<file path="config.mk">
export PLATFORM = sky130hd
export DESIGN_NAME = hcc_regs
export DESIGN_NICKNAME = d
export VERILOG_FILES = /design/src/hdl/hcc_pkg.sv /design/src/hdl/hcc_regs.sv
export SDC_FILE = /design/constraint.sdc
export NUM_CORES = 1
export LEC_CHECK = 0
export BUFFER_PORTS_ARGS = -buffer_cell sky130_fd_sc_hd__buf_2
export CORE_ASPECT_RATIO = 0.6
export CORE_UTILIZATION = 30
export CTS_CLUSTER_DIAMETER = 30
export DETAILED_ROUTE_END_ITERATION = 12
export GPL_TIMING_DRIVEN = 0
export MAX_ROUTING_LAYER = met4
export PLACE_DENSITY = 0.62
export REMOVE_ABC_BUFFERS = 1
export SETUP_SLACK_MARGIN = 0.02
export SLEW_MARGIN = 20
export SYNTH_ARGS = -nofsm -noshare
export SYNTH_HDL_FRONTEND = slang
export SYNTH_SLANG_ARGS = --single-unit
</file>
<file path="constraint.sdc">
create_clock -name ref_clk -period 2.09 [get_ports ref_clk]
set_input_delay 0.3135 -clock ref_clk [delete_from_list [all_inputs] [get_ports ref_clk]]
set_output_delay 0.3135 -clock ref_clk [all_outputs]
set_load 0.01 [all_outputs]
</file>
<file path="src/hdl/hcc_pkg.sv">
// package: offsets, fields, resets and carriers of the hub configuration bank
package hcc_pkg;
	localparam logic [7:0] DEV_CFG_OFS      = 8'h05;
	localparam logic [7:0] CHG_SUP_OFS      = 8'h06;
	localparam logic [7:0] REG09_OFS        = 8'h09;
	localparam int         STR_UNLOCK_BIT   = 7;
	localparam int         SER_UNLOCK_BIT   = 6;
	localparam int         LP_BLOCK_BIT     = 5;
	localparam int         RSVD_ONE_BIT     = 4;
	localparam int         GANGED_BIT       = 3;
	localparam int         PWR_RPT_BIT      = 2;
	localparam int         TMO_OVR_BIT      = 1;
	localparam int         RSVD_ZERO_BIT    = 0;
	localparam int         REG09_TMO_EN_BIT = 6;
	localparam logic [7:0] DEV_CFG_RST      = 8'h10;
	localparam logic [7:0] DEV_CFG_WMASK    = 8'hEE;
	localparam logic [7:0] DEV_CFG_EE_MASK  = 8'h2C;
	localparam logic [3:0] CHG_EN_RST       = 4'h0;
	localparam int         NUM_PORTS        = 4;
	localparam logic [7:0] TMO_MAX          = 8'hFF;
	localparam logic [7:0] TMO_ZERO         = 8'h00;

	// configuration source
	typedef enum logic [2:0] {
		HCC_MODE_PIN = 3'b001,
		HCC_MODE_I2C = 3'b010,
		HCC_MODE_SMB = 3'b100
	} hcc_mode_e;

	// one byte write into the bank
	typedef struct packed {
		logic       valid;
		logic [7:0] addr;
		logic [7:0] data;
	} hcc_wr_s;

	// one byte read request
	typedef struct packed {
		logic       valid;
		logic [7:0] addr;
	} hcc_rd_s;

	// straps sampled at reset release
	typedef struct packed {
		logic       shared_power;
		logic       power_report;
		logic [3:0] charge_en;
	} hcc_strap_s;
endpackage : hcc_pkg

</file>
<file path="src/hdl/hcc_regs.sv">
// hub device configuration and charge-port support registers
//
// Function
// (RQ1) string-unlock bit, reset 0, gates writes to string/length/language registers
// (RQ2) serial-unlock bit, reset 0, gates writes to serial string and length
// (RQ3) block bit set stops U1/U2 initiate and accept unless force-accept seen
// (RQ4) after force-accept exchange allow U1/U2 until power-on reset or upstream disconnect
// (RQ5) bit 4 of device configuration reads as 1
// (RQ6) ganged bit captures shared-power strap at reset release
// (RQ7) report on: ganged drives all ports via port-1 output, else per port
// (RQ8) power-report bit loads from its strap at reset release
// (RQ9) EEPROM loads block, ganged, report bits; SMBus host may overwrite them
// (RQ10) override maps nonzero downstream timeout to FFh, zero stays zero
// (RQ11) timeout override applies only with bit 6 of register 09h set
// (RQ12) bit 0 of device configuration reads as 0
// (RQ13) upper nibble of charge support register reads as 0
// (RQ14) charge-enable bit n enables charging features on downstream port n+1
// (RQ15) charge-enable bits initialise from port power control pins at reset release
// (RQ16) EEPROM or SMBus may replace charge-enable bits
// (RQ17) writes to reserved or locked bits are ignored silently
`timescale 1ns/1ns
`default_nettype none
module hcc_regs (
	// clock and reset
	input  wire logic              ref_clk,
	input  wire logic              nrst,
	// configuration source and register access
	input  wire hcc_pkg::hcc_mode_e mode,
	input  wire hcc_pkg::hcc_wr_s  wr,
	input  wire hcc_pkg::hcc_rd_s  rd,
	output var  logic [7:0]        rd_data,
	output var  logic              rd_valid,
	// strap pins
	input  wire hcc_pkg::hcc_strap_s strap,
	// register 09h bit 6 from the neighbouring bank
	input  wire logic              reg09_tmo_en,
	// link power management events
	input  wire logic              force_accept_seen,
	input  wire logic              upstream_disconnect,
	input  wire logic              lp_entry_req,
	output var  logic              lp_entry_allow,
	// downstream timeout from host software
	input  wire logic [7:0]        host_timeout,
	output var  logic [7:0]        applied_timeout,
	// port power and charging
	input  wire logic [3:0]        port_power_req,
	output var  logic [3:0]        port_power_control_pins,
	output var  logic [3:0]        charge_port_enable,
	// write enables to string and serial banks
	output var  logic              string_write_unlock,
	output var  logic              serial_write_unlock
);
	import hcc_pkg::*;

	logic [7:0] dev_cfg_r;
	logic [7:0] dev_cfg_nxt;
	logic [3:0] chg_en_r;
	logic [3:0] chg_en_nxt;
	logic       strap_done_r;
	logic       force_ok_r;
	logic       wr_dev;
	logic       wr_chg;
	logic [7:0] wmask;
	logic       lp_block;
	logic       tmo_ovr_on;
	logic       force_ok_nxt;
	logic       wr_allowed;
	logic       gang_on;
	logic       cfg_ganged;
	logic       cfg_report_off;
	logic       cfg_lp_block;
	logic       cfg_tmo_ovr;
	logic [7:0] dev_cfg_strap;
	logic [7:0] rd_mux;
	logic [7:0] tmo_mapped;
	wire  logic [NUM_PORTS-1:0] pwr_nxt;

	// address match used for both read and write decode
	function automatic logic hit(input logic [7:0] a, input logic [7:0] ofs);
		hit = (a == ofs);
	endfunction : hit

	// nonzero host timeout saturates to the maximum, zero keeps the timer off
	function automatic logic [7:0] tmo_map(input logic [7:0] t);
		tmo_map = (t == TMO_ZERO) ? TMO_ZERO : TMO_MAX;
	endfunction : tmo_map

	// eeprom may only touch the power bits; smbus reaches every writable bit
	always_comb begin
		wmask = 8'h00;
		unique case (mode)
			HCC_MODE_I2C: wmask = DEV_CFG_EE_MASK;     // RQ9
			HCC_MODE_SMB: wmask = DEV_CFG_WMASK;       // RQ9
			HCC_MODE_PIN: wmask = 8'h00;               // RQ17
			default:      wmask = 8'h00;
		endcase
	end

	// write strobes; pin mode has no writer at all
	always_comb begin
		wr_allowed = (mode != HCC_MODE_PIN);   // RQ17
		wr_dev     = wr.valid && hit(wr.addr, DEV_CFG_OFS) && wr_allowed;   // RQ9
		wr_chg     = wr.valid && hit(wr.addr, CHG_SUP_OFS) && wr_allowed;   // RQ16
	end

	// merge writes under mask, reserved bits forced to their fixed read values
	always_comb begin
		dev_cfg_nxt = dev_cfg_r;
		if (wr_dev) begin
			dev_cfg_nxt = (dev_cfg_r & ~wmask) | (wr.data & wmask);   // RQ17
		end
		dev_cfg_nxt[RSVD_ONE_BIT]  = 1'b1;   // RQ5
		dev_cfg_nxt[RSVD_ZERO_BIT] = 1'b0;   // RQ12
	end

	// charge byte: only the low nibble is stored, the reserved nibble is dropped
	always_comb begin
		chg_en_nxt = chg_en_r;
		if (wr_chg) begin
			chg_en_nxt = wr.data[3:0];   // RQ13 RQ16
		end
	end

	// reset pattern with the two strap levels dropped into their bit positions
	always_comb begin
		dev_cfg_strap              = DEV_CFG_RST;
		dev_cfg_strap[GANGED_BIT]  = strap.shared_power;   // RQ6
		dev_cfg_strap[PWR_RPT_BIT] = strap.power_report;   // RQ8
	end

	// capture strobe: low through reset and on the first clock after its release
	// a write landing in that clock is lost, the straps take priority
	always_ff @(posedge ref_clk) begin
		if (!nrst) begin
			strap_done_r <= 1'b0;
		end else begin
			strap_done_r <= 1'b1;
		end
	end

	// straps wait one clock after release so the reset branch only loads constants
	always_ff @(posedge ref_clk) begin
		if (!nrst) begin
			dev_cfg_r <= DEV_CFG_RST;   // RQ1 RQ2
		end else if (!strap_done_r) begin
			dev_cfg_r <= dev_cfg_strap;   // RQ6 RQ8
		end else begin
			dev_cfg_r <= dev_cfg_nxt;   // RQ9 RQ17
		end
	end

	// charge enables follow the charge-enable straps at release, then the writers
	always_ff @(posedge ref_clk) begin
		if (!nrst) begin
			chg_en_r <= CHG_EN_RST;
		end else if (!strap_done_r) begin
			chg_en_r <= strap.charge_en;   // RQ15
		end else begin
			chg_en_r <= chg_en_nxt;   // RQ16
		end
	end

	// force-accept next state; a set in the same cycle as a disconnect wins
	always_comb begin
		force_ok_nxt = force_ok_r;
		if (force_accept_seen) begin
			force_ok_nxt = 1'b1;   // RQ4
		end else if (upstream_disconnect) begin
			force_ok_nxt = 1'b0;   // RQ4
		end
	end

	// reset is the other way out of the forced state
	// holding it any longer would let a new host inherit the permission
	always_ff @(posedge ref_clk) begin
		if (!nrst) begin
			force_ok_r <= 1'b0;   // RQ4
		end else begin
			force_ok_r <= force_ok_nxt;
		end
	end

	// named views of the stored fields keep the consumers readable
	always_comb begin
		cfg_ganged     = dev_cfg_r[GANGED_BIT];
		cfg_report_off = dev_cfg_r[PWR_RPT_BIT];
		cfg_lp_block   = dev_cfg_r[LP_BLOCK_BIT];
		cfg_tmo_ovr    = dev_cfg_r[TMO_OVR_BIT];
	end

	// ganging only applies while port status reporting is enabled
	always_comb begin
		gang_on = !cfg_report_off && cfg_ganged;   // RQ7
	end

	// read selection; unmapped offsets answer zero rather than an error
	always_comb begin
		rd_mux = 8'h00;
		if (hit(rd.addr, DEV_CFG_OFS)) begin
			rd_mux = dev_cfg_r;   // RQ5 RQ12
		end else if (hit(rd.addr, CHG_SUP_OFS)) begin
			rd_mux = {4'h0, chg_en_r};   // RQ13
		end
	end

	// read answer follows the request one clock later and stands as long as the request does
	always_ff @(posedge ref_clk) begin
		if (!nrst) begin
			rd_valid <= 1'b0;
		end else begin
			rd_valid <= rd.valid;
		end
	end

	// data drops back to zero after the answer so stale bytes never look valid
	// costs a mux level on the data path, cheap at this clock rate
	always_ff @(posedge ref_clk) begin
		if (!nrst) begin
			rd_data <= 8'h00;
		end else if (rd.valid) begin
			rd_data <= rd_mux;
		end else begin
			rd_data <= 8'h00;
		end
	end

	// link power block, lifted once a force-accept has been exchanged
	always_comb begin
		lp_block = cfg_lp_block && !force_ok_r;   // RQ3 RQ4
	end

	// override needs both its own bit and the enable from the neighbouring bank
	always_comb begin
		tmo_ovr_on = cfg_tmo_ovr && reg09_tmo_en;   // RQ11
	end

	// link power gate, one clock behind the request
	always_ff @(posedge ref_clk) begin
		if (!nrst) begin
			lp_entry_allow <= 1'b0;
		end else begin
			lp_entry_allow <= lp_entry_req && !lp_block;   // RQ3
		end
	end

	// timeout seen by the downstream ports; passthrough unless both enables are set
	always_comb begin
		tmo_mapped = host_timeout;
		if (tmo_ovr_on) begin
			tmo_mapped = tmo_map(host_timeout);   // RQ10
		end
	end

	// registered so the link timers never see a decode glitch
	always_ff @(posedge ref_clk) begin
		if (!nrst) begin
			applied_timeout <= TMO_ZERO;
		end else begin
			applied_timeout <= tmo_mapped;
		end
	end

	// per-port next value; ganged mode folds every request onto the port-1 output
	// with reporting off each port simply follows its own request
	genvar gi;
	generate
		for (gi = 0; gi < NUM_PORTS; gi++) begin : g_port
			if (gi == 0) begin : g_first
				assign pwr_nxt[gi] = gang_on ? |port_power_req : port_power_req[gi];   // RQ7
			end else begin : g_rest
				assign pwr_nxt[gi] = gang_on ? 1'b0 : port_power_req[gi];   // RQ7
			end
		end
	endgenerate

	// one register for all port outputs avoids several processes sharing a vector
	always_ff @(posedge ref_clk) begin
		if (!nrst) begin
			port_power_control_pins <= '0;
		end else begin
			port_power_control_pins <= pwr_nxt;
		end
	end

	// charge enables leave through a flop like every other output
	always_ff @(posedge ref_clk) begin
		if (!nrst) begin
			charge_port_enable <= CHG_EN_RST;
		end else begin
			charge_port_enable <= chg_en_r;   // RQ14
		end
	end

	// unlock levels for the string and serial banks, which enforce the lock themselves
	always_ff @(posedge ref_clk) begin
		if (!nrst) begin
			string_write_unlock <= 1'b0;
			serial_write_unlock <= 1'b0;
		end else begin
			string_write_unlock <= dev_cfg_r[STR_UNLOCK_BIT];   // RQ1
			serial_write_unlock <= dev_cfg_r[SER_UNLOCK_BIT];   // RQ2
		end
	end
endmodule : hcc_regs
`default_nettype wire
</file>
==> results.txt, run 1 <==
----------------------------------------------------
[Run status]
  Result of the run ... finished clean

[Yosys]
  Post-synth top area cell ... sky130_fd_sc_hd__dfxtp_1
  Most area-consuming cells after synthesis ... sky130_fd_sc_hd__dfxtp_1, sky130_fd_sc_hd__mux2i_1, sky130_fd_sc_hd__nor2b_1
  Fraction of the mapped netlist area in adder cells ... 0%
  Syn Area/Cell ... 11.0 um^2
  Multiplexer share of the synthesized area ... 10.1%
  Post-Synth XOR/XNOR Area ... less than 1%
  Number of storage elements in the synthesis netlist ... 40
  Compound-Gate Fraction of Synth Area ... 9.66%
  Largest family of logic cells by synthesized area ... simple AND/OR/NAND/NOR gates
  Part of the Yosys area used for sequential elements ... 55.7%
  Count of warnings emitted by yosys ... 0
  Proportion of netlist area held by the largest area contributor ... 55.7%
  Post-Synthesis Cells ... 131
  Distinct cell type count of the synthesized netlist ... 26
  Area share of and/or/nand/nor cells after synthesis ... 22.6%
  Synth Cell Area ... 1440 um^2

[Power and ir drop]
  Pleak ... between 0.9 and 1 nW
  Power per unit of standard cell area ... just over 700 nW/um^2
  VDD IR-drop max ... 0.293 mV

[Setup path]
  Chain of cells forming the critical path ... buf_2 -> nor4_4 -> nand2_2 -> o41ai_4 -> mux2_2
  Slowest cell delay on critical path ... 0.44 ns
  Delay-heaviest family, CP ... compound AO/OA/AOI/OAI gates
  Worst Setup Path Type ... in -> reg
  Largest fanout on the critical path ... 4
  Number of buffers and inverters on the critical path ... 1
  WP data arrival ... around 1.7 ns
  Element type at the critical path end ... register
  Path depth of the worst reg2reg path ... 4
  Crit-path slowest cell ... sky130_fd_sc_hd__o41ai_4
  WP depth ... 5
  Worst Path Required ... about 2.3 ns
  Critical path startpoint category ... input pin

[Detailed routing]
  Via-per-instance ratio ... around 4.3
  First drt pass iteration count ... 4
  Post-DR wirelength/cell ... roughly 11 um
  Final routed wirelength across all metal layers ... 3080 um
  Remaining number of nets flagged by the antenna check after routing ... 0
  Vias post-DR ... between 1000 and 1500
  Initial DRC count ... 19
  DRC violation count after routing ... 0

[Clock tree]
  Root Buffer ... sky130_fd_sc_hd__clkbuf_8
  Quantity of hold-fixing buffers added after cts ... 0
  CTS tree ... yes
  Postcts setup bufs ... 0
  Clock sink total ... 40
  Count of instances resized after the clock tree is built ... 0
  H-tree lvl count ... 2
  Clock latency on the worst-skew pair ... 0.28 ns
  Clock-pin slew of the registers on the worst-case setup and hold paths ... 0.07 ns
  Inserted Clock Buffers ... 5
  Number of buffers on the longest clock path ... 2

[Floorplan]
  Floorplan row count ... 19
  CORE AREA ... 4590 um^2
  Die X ... 91.4 um
  Floorplan die area ... 5080 um^2
  I/O pins ... 81
  DIE HEIGHT ... 55.6 um
  Initial core utilization ... a little under a third

[Placed design]
  Port Buffer Count ... 79
  Final weighted congestion in routability-driven placement ... 0.747
  Cell area reported after detailed placement ... 1900 um^2
  Post-DP HPWL ... 2360 um

[Cells and area]
  Fillers ... 459
  Number of antenna repair diodes ... 0
  Share of layout cells above drive strength 1 ... 43.5%
  Nets ... around 270
  FF+latch area ... 801 um^2
  Footprint of the multi-input gates ... a little over 600 um^2
  P&R area growth vs syn ... 37.6%
  Util after Layout ... a little over two fifths
  Area of all placed cells without fillers ... 1980 um^2

[Timing]
  Worst setup skew after layout ... 0.00518 ns
  Sum of negative setup slack ... 0 ns
  RSZ-0062 raised after global routing ... false
  Max-slew violation count ... 0
  WHS ... 0.241 ns
  Hold Fails Final Rpt ... 0
  Slew Limit Headroom ... about 62%
  Count of final setup violators ... 0
  Min cycle time layout ... 1.50 ns
  Pin slew with the least headroom to its limit ... between 0.5 and 0.6 ns
  Maximum clock frequency ... 666 MHz
  Final worst-path cycle share ... 71.9%

[Global routing]
  Number of antenna violations at the first check in global routing ... 0
  Via count of the first global-routing pass ... 1116
  Remaining global-route overflow ... 0
  All-Layer GR Usage ... 13.6%
  Wire length of the first global-routing pass ... 5120 um
  Pin count of the biggest net entering global routing ... 30

[Job]
  Number of max-capacitance violations reported ... 0

[Min path]
  Number of instances on the worst hold path ... 2
  Path class of the lowest-slack min-delay path ... in -> reg

----------------------------------------------------
[layer usage]
metal | track usage (%) | part of all wire [%]
met1 | 17.2 | 50
met2 | 20.7 | 45
met3 | 4.64 | 4.6
met4 | 4.08 | 1.1
met5 | - | 0
[synth_stat cells, drive strengths merged]
master	instances
mux2	4
nand4	2
and3	3
nor4	4
o21ai	2
nor2b	13
a22o	3
and2	11
and3b	1
mux2i	10
nor3	1
nor3b	4
clkbuf	3
o21a	2
inv	2
nor2	6
dfxtp	40
nand2b	1
nand2	4
xor2	1
o41ai	1
nand4b	1
a21oi	12
[stage by stage]
stage          std cells  power [mW]  worst slack (ns)
2_1_floorplan        128       0.880             0.531
3_3_place_gp         270       0.967             0.267
3_5_place_dp         270       0.967             0.280
5_1_grt              277        1.49             0.467
6_report             277        1.41             0.588
4_1_cts              277        1.44             0.581
[layout by cell type (no fill, tap or decap), drive strengths merged, types with 6 or more instances in the layout]
cell type	n
and2	11
dfxtp	40
mux2i	10
a21oi	12
clkbuf	6
nor2b	13
buf	79
nor2	6
[kinds of logic after synthesis]
kind of cell | after synthesis
buffers and inverters | 5
flip-flops | 40
multiplexers | 14
AO/OA/AOI/OAI | 20
AND/OR/NAND/NOR | 51
XOR/XNOR | 1
[path summary, 6_finish.rpt]
path | end | slack, ns | startpoint
setup / recovery | chg_en_r[1]$_SDFFE_PN0P_ | 0.59 | wr[13]
hold / removal | port_power_control_pins[0]$_SDFF_PN0_ | 0.24 | port_power_req[0]
setup reg to reg | applied_timeout[4]$_SDFF_PN0_ | 0.75 | register
hold reg to reg | rd_data[0]$_SDFF_PP0_ | 0.44 | chg_en_r[0]$_SDFFE_PN0P_
[power breakdown]
| group | switching, mW | internal, mW | leakage [nW] |
|---|---|---|---|
| combinational | 0.0654 | 0.0795 | 0.619 |
| clock | 0.236 | 0.227 | 0.0410 |
| sequential | 0.0124 | 0.791 | 0.328 |
| total | 0.314 | 1.10 | 0.989 |
[cell type report]
class / count / share of cell area, %
well taps: 63 / 3.98
flip-flops and latches: 40 / 40.5
repair buffers: 79 / 20.0
inverters: 2 / 0.380
clock buffers: 6 / 3.67
multi-input cells: 86 / 31.2
clock inverters: 1 / 0.253
[state kept, by name (all words and copies together) (netlist names), named ones only]
register	cells
applied_timeout	8
charge_port_enable	4
chg_en_r	4
dev_cfg_r	2
force_ok_r	1
lp_entry_allow	1
port_power_control_pins	4
rd_data	8
rd_valid	1
serial_write_unlock	1
strap_done_r	1
string_write_unlock	1
No activity file was read; power rests on OpenSTA's default activity.
==> inputs of run 2 (changes only) <==
ABC_AREA = 1   (was not set)
PLACE_DENSITY = 0.61   (was 0.62)
clock period = 1.4 ns   (was 2.09 ns; I/O delays follow)
==> run 2 against run 1 <==
  * Sequential power rose by 49%
  * Synthesized area rose by 9.2%
  * Combinational power rose by 74%
  * Sequential share of layout area fell by 3.4 points
  * Largest power group unchanged
==> results.txt, run 2 <==
----------------------------------------------------
[Cells and area]
  Share of layout cells above drive strength 1 ... 34.7% (-8.8 points)
  Number of antenna repair diodes ... 0 (unchanged)
  Commonest non-fill, non-tap cell in the layout ... sky130_fd_sc_hd__buf_2
  P&R area growth vs syn ... 37.4%
  Util after Layout ... 44.9% (+1.8 points)
  Commonest cells after routing, fill and taps aside ... sky130_fd_sc_hd__buf_2, sky130_fd_sc_hd__nand2_1, sky130_fd_sc_hd__dfxtp_1, sky130_fd_sc_hd__nor2_1, sky130_fd_sc_hd__inv_1
  Nets ... 346 (+30%)
  Registers with the most flip-flops ... applied_timeout (8), rd_data (8)
  Area of all placed cells without fillers ... 2160 um^2 (+9.0%)

[Global routing]
  Wire length of the first global-routing pass ... 5890 um (+15%)
  Via count of the first global-routing pass ... 1282 (+15%)
  Number of antenna violations at the first check in global routing ... 0 (unchanged)
  Pin count of the biggest net entering global routing ... 16 (-47%)
  Remaining global-route overflow ... 0 (unchanged)
  All-Layer GR Usage ... 14.9% (+1.4 points)

[Setup path]
  WP data arrival ... 1.37 ns (-0.30 ns)
  Delay-heaviest family, CP ... flip-flops
  Slowest cell delay on critical path ... 0.52 ns (+0.08 ns)
  Critical path startpoint category ... register
  Worst Setup Path Type ... reg -> reg
  Chain of cells forming the critical path ... inv_1 -> a21oi_1 -> nor2_1 -> nor2_1 -> nor2_1
  Crit-path slowest cell ... sky130_fd_sc_hd__dfxtp_1
  Element type at the critical path end ... register
  Most repeated library cell on the critical path ... sky130_fd_sc_hd__nor2_1
  Worst Path Required ... 1.57 ns (-0.69 ns)
  Largest fanout on the critical path ... 10 (+6)
  Number of buffers and inverters on the critical path ... 1 (unchanged)

[Floorplan]
  Floorplan die area ... 5540 um^2 (+9.0%)
  Floorplan row count ... 19 (unchanged)
  Initial core utilization ... 32.7% (+1.4 points)
  DIE HEIGHT ... 58.0 um (+4.4%)
  I/O pins ... 81 (unchanged)
  CORE AREA ... 4800 um^2 (+4.7%)
  Die X ... 95.4 um (+4.4%)

[Timing]
  Hold Fails Final Rpt ... 0 (unchanged)
  RSZ-0062 raised after global routing ... false
  Worst setup skew after layout ... 0.00884 ns (+0.00366 ns)
  Pin slew with the least headroom to its limit ... 0.438 ns (-0.127 ns)
  Maximum clock frequency ... between 800 and 900 MHz
  WHS ... 0.129 ns (-0.112 ns)
  Count of final setup violators ... 0 (unchanged)
  Slew Limit Headroom ... 70.5% (+8.2 points)
  Min cycle time layout ... roughly 1.2 ns
  Final worst-path cycle share ... 85.8%
  Sum of negative setup slack ... 0 ns (unchanged)
  Max-slew violation count ... 0 (unchanged)

[Yosys]
  Most area-consuming cells after synthesis ... sky130_fd_sc_hd__dfxtp_1, sky130_fd_sc_hd__nand2_1, sky130_fd_sc_hd__nor2_1
  Count of warnings emitted by yosys ... 0 (unchanged)
  Top cells by instance count after synthesis ... sky130_fd_sc_hd__nand2_1, sky130_fd_sc_hd__dfxtp_1, sky130_fd_sc_hd__nor2_1
  Number of storage elements in the synthesis netlist ... 40 (unchanged)
  Synth Cell Area ... 1570 um^2 (+9.2%)
  Async set-or-reset flop fraction in the synthesized netlist ... 0% (unchanged)
  Proportion of netlist area held by the largest area contributor ... 51.0% (-4.7 points)
  Top FF cell, synth ... sky130_fd_sc_hd__dfxtp_1
  Most repeated cell in the gate-level netlist after synthesis ... sky130_fd_sc_hd__nand2_1
  Distinct cell type count of the synthesized netlist ... 23 (-12%)
  Syn Area/Cell ... 7.48 um^2 (-32%)
  Post-Synthesis Cells ... 210 (+60%)
  Part of the Yosys area used for sequential elements ... 51.0% (-4.7 points)
  Post-synth top area cell ... sky130_fd_sc_hd__dfxtp_1
  EDFF count, synth ... 0 (unchanged)

[Detailed routing]
  Via-per-instance ratio ... 4.22 (-2.1%)
  Vias post-DR ... 1505 (+26%)
  Initial DRC count ... 40 (+21)
  First drt pass iteration count ... 4 (unchanged)
  Final routed wirelength across all metal layers ... 3750 um (+22%)
  DRC violation count after routing ... 0 (unchanged)
  Remaining number of nets flagged by the antenna check after routing ... 0 (unchanged)
  Post-DR wirelength/cell ... 10.5 um (-5.5%)

[Clock tree]
  Root Buffer ... sky130_fd_sc_hd__clkbuf_8
  Clock latency on the worst-skew pair ... 0.29 ns (about the same)
  Inserted Clock Buffers ... 5 (unchanged)
  CTS tree ... yes
  Count of instances resized after the clock tree is built ... 0 (unchanged)
  Clock sink total ... 40 (unchanged)
  Postcts setup bufs ... 0 (unchanged)
  Number of buffers on the longest clock path ... 2 (unchanged)
  H-tree lvl count ... 2 (unchanged)
  Clock-pin slew of the registers on the worst-case setup and hold paths ... 0.08 ns (about the same)
  Quantity of hold-fixing buffers added after cts ... 0 (unchanged)

[Run status]
  Result of the run ... finished clean

[Placed design]
  Final weighted congestion in routability-driven placement ... 0.782 (+4.7%)
  Post-DP HPWL ... 2950 um (+25%)
  Cell area reported after detailed placement ... 2030 um^2 (+6.8%)
  Port Buffer Count ... 79 (unchanged)

[Power and ir drop]
  Power per unit of standard cell area ... 1150 nW/um^2 (+61%)
  VDD IR-drop max ... 0.514 mV (+76%)
  Pleak ... 1.20 nW (+21%)
  Total design power ... 2.48 mW (+76%)

[Min path]
  Path class of the lowest-slack min-delay path ... in -> reg

[Job]
  Number of max-capacitance violations reported ... 0 (unchanged)

----------------------------------------------------
-- run 2: area by class of cell --
| cell class | instances | area, um^2 |
|---|---|---|
| clock buffers | 7 | 96.3 |
| clock inverters | 1 | 30.0 |
| fillers | 492 | 2650 |
| inverters | 31 | 116 |
| multi-input cells | 136 | 639 |
| flip-flops and latches | 40 | 801 |
| well taps | 63 | 78.8 |
| repair buffers | 79 | 395 |
-- run 2: worst register-to-register path, stage by stage (launching register included) --
cell and delay, ns:
sky130_fd_sc_hd__dfxtp_1 0.52, sky130_fd_sc_hd__inv_1 0.22, sky130_fd_sc_hd__a21oi_1 0.16, sky130_fd_sc_hd__nor2_1 0.05
sky130_fd_sc_hd__nor2_1 0.08, sky130_fd_sc_hd__nor2_1 0.04
-- run 2: cell families after synthesis --
kind of cell | Yosys count | synth area share (%)
AO/OA/AOI/OAI | 25 | 8.37
buffers and inverters | 34 | 8.29
flip-flops | 40 | 51.0
AND/OR/NAND/NOR | 111 | 32.4
-- run 2: path summary, 6_finish.rpt --
path | from | endpoint | slack [ns] | cells past startpoint
max | strap_done_r$_DFF_P_ | dev_cfg_r[3]$_SDFFE_PN0P_ | 0.20 | 5
max reg2reg | strap_done_r$_DFF_P_ | dev_cfg_r[3]$_SDFFE_PN0P_ | 0.20 | 5
min reg2reg | register | serial_write_unlock$_SDFF_PN0_ | 0.43 | 2
min | force_accept_seen | force_ok_r$_SDFFE_PN0P_ | 0.13 | 3
-- run 2: where the power goes --
group	switching [mW]	internal, mW	total, mW
sequential	0.0206	1.18	1.20
combinational	0.138	0.114	0.252
clock	0.399	0.629	1.03
total	0.557	1.92	2.48
-- run 2: per-layer routing --
| metal | vias to the layer above | wire, um | track usage, % |
|---|---|---|---|
| li1 | 815 | - | - |
| met1 | 627 | 1970 | 20.7 |
| met2 | 56 | 1460 | 19.4 |
| met3 | 7 | 273 | 4.59 |
| met4 | 0 | 53 | 7.04 |
| met5 | - | 0 | - |
-- run 2: metrics by stage --
stage,cells,setup slack (ns)
after floorplan,207,0.395
after global placement,349,0.187
after detailed placement,349,0.175
after CTS,357,0.201
after global routing,357,0.0947
final,357,0.198
==> inputs of run 3 (changes only) <==
ABC_AREA = 0   (was 1)
CORE_ASPECT_RATIO = 0.7   (was 0.6)
CTS_CLUSTER_DIAMETER = not set   (was 30)
PLACE_DENSITY = 0.62   (was 0.61)
==> run 3 against run 2 <==
  * Global-route usage is 1.4 points lower
  * Highest routed layer unchanged
  * Sequential cell count unchanged
  * Hold slack gained 0.0058 ns
  * Design area down 5.5%
==> results.txt, run 3 (same netlist as run 1, synthesis figures left out) <==
----------------------------------------------------
[Run status]
  Result of the run ... finished clean

[Timing]
  RSZ-0062 raised after global routing ... false
  Min cycle time layout ... 1.34 ns (+0.138 ns)
  Hold Fails Final Rpt ... 0 (unchanged)
  Worst setup skew after layout ... 0.00564 ns (-0.00320 ns)
  Sum of negative setup slack ... 0 ns (unchanged)
  Count of final setup violators ... 0 (unchanged)
  Final worst slack ... 0.0608 ns (-0.138 ns)
  Slew Limit Headroom ... 68.4% (-2.2 points)
  Pin slew with the least headroom to its limit ... 0.474 ns (+0.0357 ns)
  Final worst-path cycle share ... 95.7% (+9.8 points)
  Maximum clock frequency ... 747 MHz (-10%)
  Max-slew violation count ... 0 (unchanged)

[Cells and area]
  Commonest cells after routing, fill and taps aside ... sky130_fd_sc_hd__buf_2, sky130_fd_sc_hd__dfxtp_1, sky130_fd_sc_hd__nor2b_1, sky130_fd_sc_hd__and2_1, sky130_fd_sc_hd__a21oi_1
  Share of layout cells above drive strength 1 ... 45.4% (+11 points)
  Fillers ... 441 (-10%)
  Area of all placed cells without fillers ... 2040 um^2 (-5.5%)
  Final non-filler cell total ... 273 (-24%)
  Commonest non-fill, non-tap cell in the layout ... sky130_fd_sc_hd__buf_2
  P&R area growth vs syn ... 41.8%
  Util after Layout ... 45.5% (+0.58 points)
  Number of antenna repair diodes ... 0 (unchanged)
  Nets ... 270 (-22%)
  Registers with the most flip-flops ... applied_timeout (8), rd_data (8)

[Global routing]
  Remaining global-route overflow ... 0 (unchanged)
  All-Layer GR Usage ... 13.5% (-1.4 points)
  Wire length of the first global-routing pass ... 4910 um (-17%)
  Pin count of the biggest net entering global routing ... 30 (+14)
  Number of antenna violations at the first check in global routing ... 0 (unchanged)
  Via count of the first global-routing pass ... 1047 (-18%)

[Detailed routing]
  Vias post-DR ... 1197 (-20%)
  DRC violation count after routing ... 0 (unchanged)
  Remaining number of nets flagged by the antenna check after routing ... 0 (unchanged)
  Via-per-instance ratio ... 4.38 (+4.0%)
  Initial DRC count ... 24 (-40%)
  First drt pass iteration count ... 6 (+2)
  Post-DR wirelength/cell ... 11.6 um (+10%)
  Final routed wirelength across all metal layers ... 3160 um (-16%)

[Floorplan]
  Die X ... 84.7 um (-11%)
  Floorplan die area ... 5080 um^2 (-8.3%)
  I/O pins ... 81 (unchanged)
  Floorplan row count ... 20 (+1)
  CORE AREA ... 4480 um^2 (-6.7%)
  Initial core utilization ... 32.1% (-0.60 points)
  DIE HEIGHT ... 59.9 um (+3.2%)

[Placed design]
  Number of cells in the design after placement ... 262 (-25%)
  Final weighted congestion in routability-driven placement ... 0.775 (-0.88%)
  Post-DP HPWL ... 2430 um (-18%)
  Setup slack after placement ... -0.417 ns (-0.592 ns)
  Cell area reported after detailed placement ... 1890 um^2 (-6.9%)
  Port Buffer Count ... 79 (unchanged)

[Power and ir drop]
  Pleak ... 1.02 nW (-14%)
  VDD IR-drop max ... 0.529 mV (+2.8%)
  Power per unit of standard cell area ... 1140 nW/um^2 (-1.1%)

[Clock tree]
  Root Buffer ... sky130_fd_sc_hd__clkbuf_8
  Number of buffers on the longest clock path ... 2 (unchanged)
  Clock sink total ... 40 (unchanged)
  Quantity of hold-fixing buffers added after cts ... 0 (unchanged)
  Inserted Clock Buffers ... 5 (unchanged)
  Clock-pin slew of the registers on the worst-case setup and hold paths ... 0.08 ns (about the same)
  Clock latency on the worst-skew pair ... 0.28 ns (about the same)
  H-tree lvl count ... 2 (unchanged)
  CTS tree ... yes

[Min path]
  Path class of the lowest-slack min-delay path ... in -> reg

[Setup path]
  WP data arrival ... 1.51 ns (+0.14 ns)
  Delay-heaviest family, CP ... simple AND/OR/NAND/NOR gates
  Worst Setup Path Type ... in -> reg
  Crit-path slowest cell ... sky130_fd_sc_hd__mux2_2
  Worst Path Required ... 1.57 ns (about the same)
  Largest fanout on the critical path ... 4 (-6)
  Critical path startpoint category ... input pin
  Element type at the critical path end ... register
  Slowest cell delay on critical path ... 0.32 ns (-0.20 ns)
  Number of buffers and inverters on the critical path ... 2 (+1)
  Chain of cells forming the critical path ... buf_2 -> nor4_4 -> nand2_2 -> o41ai_4 -> buf_4 -> mux2_2

[Job]
  Number of max-capacitance violations reported ... 0 (unchanged)

----------------------------------------------------
==> run 3: cell types whose count changed in the layout (fill, tap and decap cells not counted), sizes merged, moves of 3 or more <==
cell   change
a22o       +3
and2      +11
inv       -29
mux2       +4
mux2i     +10
nand2     -48
nand3     -12
nor2      -35
nor2b     +13
nor3b      +4
nor4       +3
o21ai      -9
==> run 3: power breakdown <==
part | total (mW) | switching, mW | internal, mW
logic | 0.225 | 0.102 | 0.124
clock network | 0.893 | 0.365 | 0.529
registers | 1.20 | 0.0180 | 1.18
==> run 3: path summary, 6_finish.rpt <==
path / from / endpoint / slack, ns / cells past startpoint
min reg2reg: register / lp_entry_allow$_SDFF_PN0_ / 0.45 / 1
max reg2reg: strap_done_r$_DFF_P_ / chg_en_r[2]$_SDFFE_PN0P_ / 0.08 / 3
min: port_power_req[0] / port_power_control_pins[0]$_SDFF_PN0_ / 0.13 / 2
max: wr[13] / chg_en_r[2]$_SDFFE_PN0P_ / 0.06 / 6
==> run 3: repair_timing <==
action | CTS | global route
buffers inserted | 2 | 1
endpoints found under the setup margin | 11 | 19
gates resized for setup | 2 | 2
pin swaps | 2 | 3
==> run 3: routing by layer <==
layer | wire length [um] | track usage [%] | vias up
met5 | 0 | - | -
met4 | 15 | 5.81 | 0
met3 | 186 | 5.11 | 2
met2 | 1330 | 19.4 | 43
met1 | 1620 | 17.1 | 521
li1 | - | - | 631
==> run 3: per-stage QoR <==
step / hold WS [ns] / power, mW
after floorplan: 0.238 / 1.31
after global placement: 0.425 / 1.44
final: 0.134 / 2.32
after CTS: 0.123 / 2.36
after detailed placement: 0.428 / 1.45
after global routing: 0.121 / 2.43
==> run 3: layout make-up <==
class	count	area (um^2)	share of cell area, %
clock buffer	6	72.6	3.56
clock inverter	2	35.0	1.72
inverter	2	7.51	0.368
multi-input combinational	86	633	31.1
sequential	40	801	39.3
tap	55	68.8	3.38
timing repair buffer	82	420	20.6
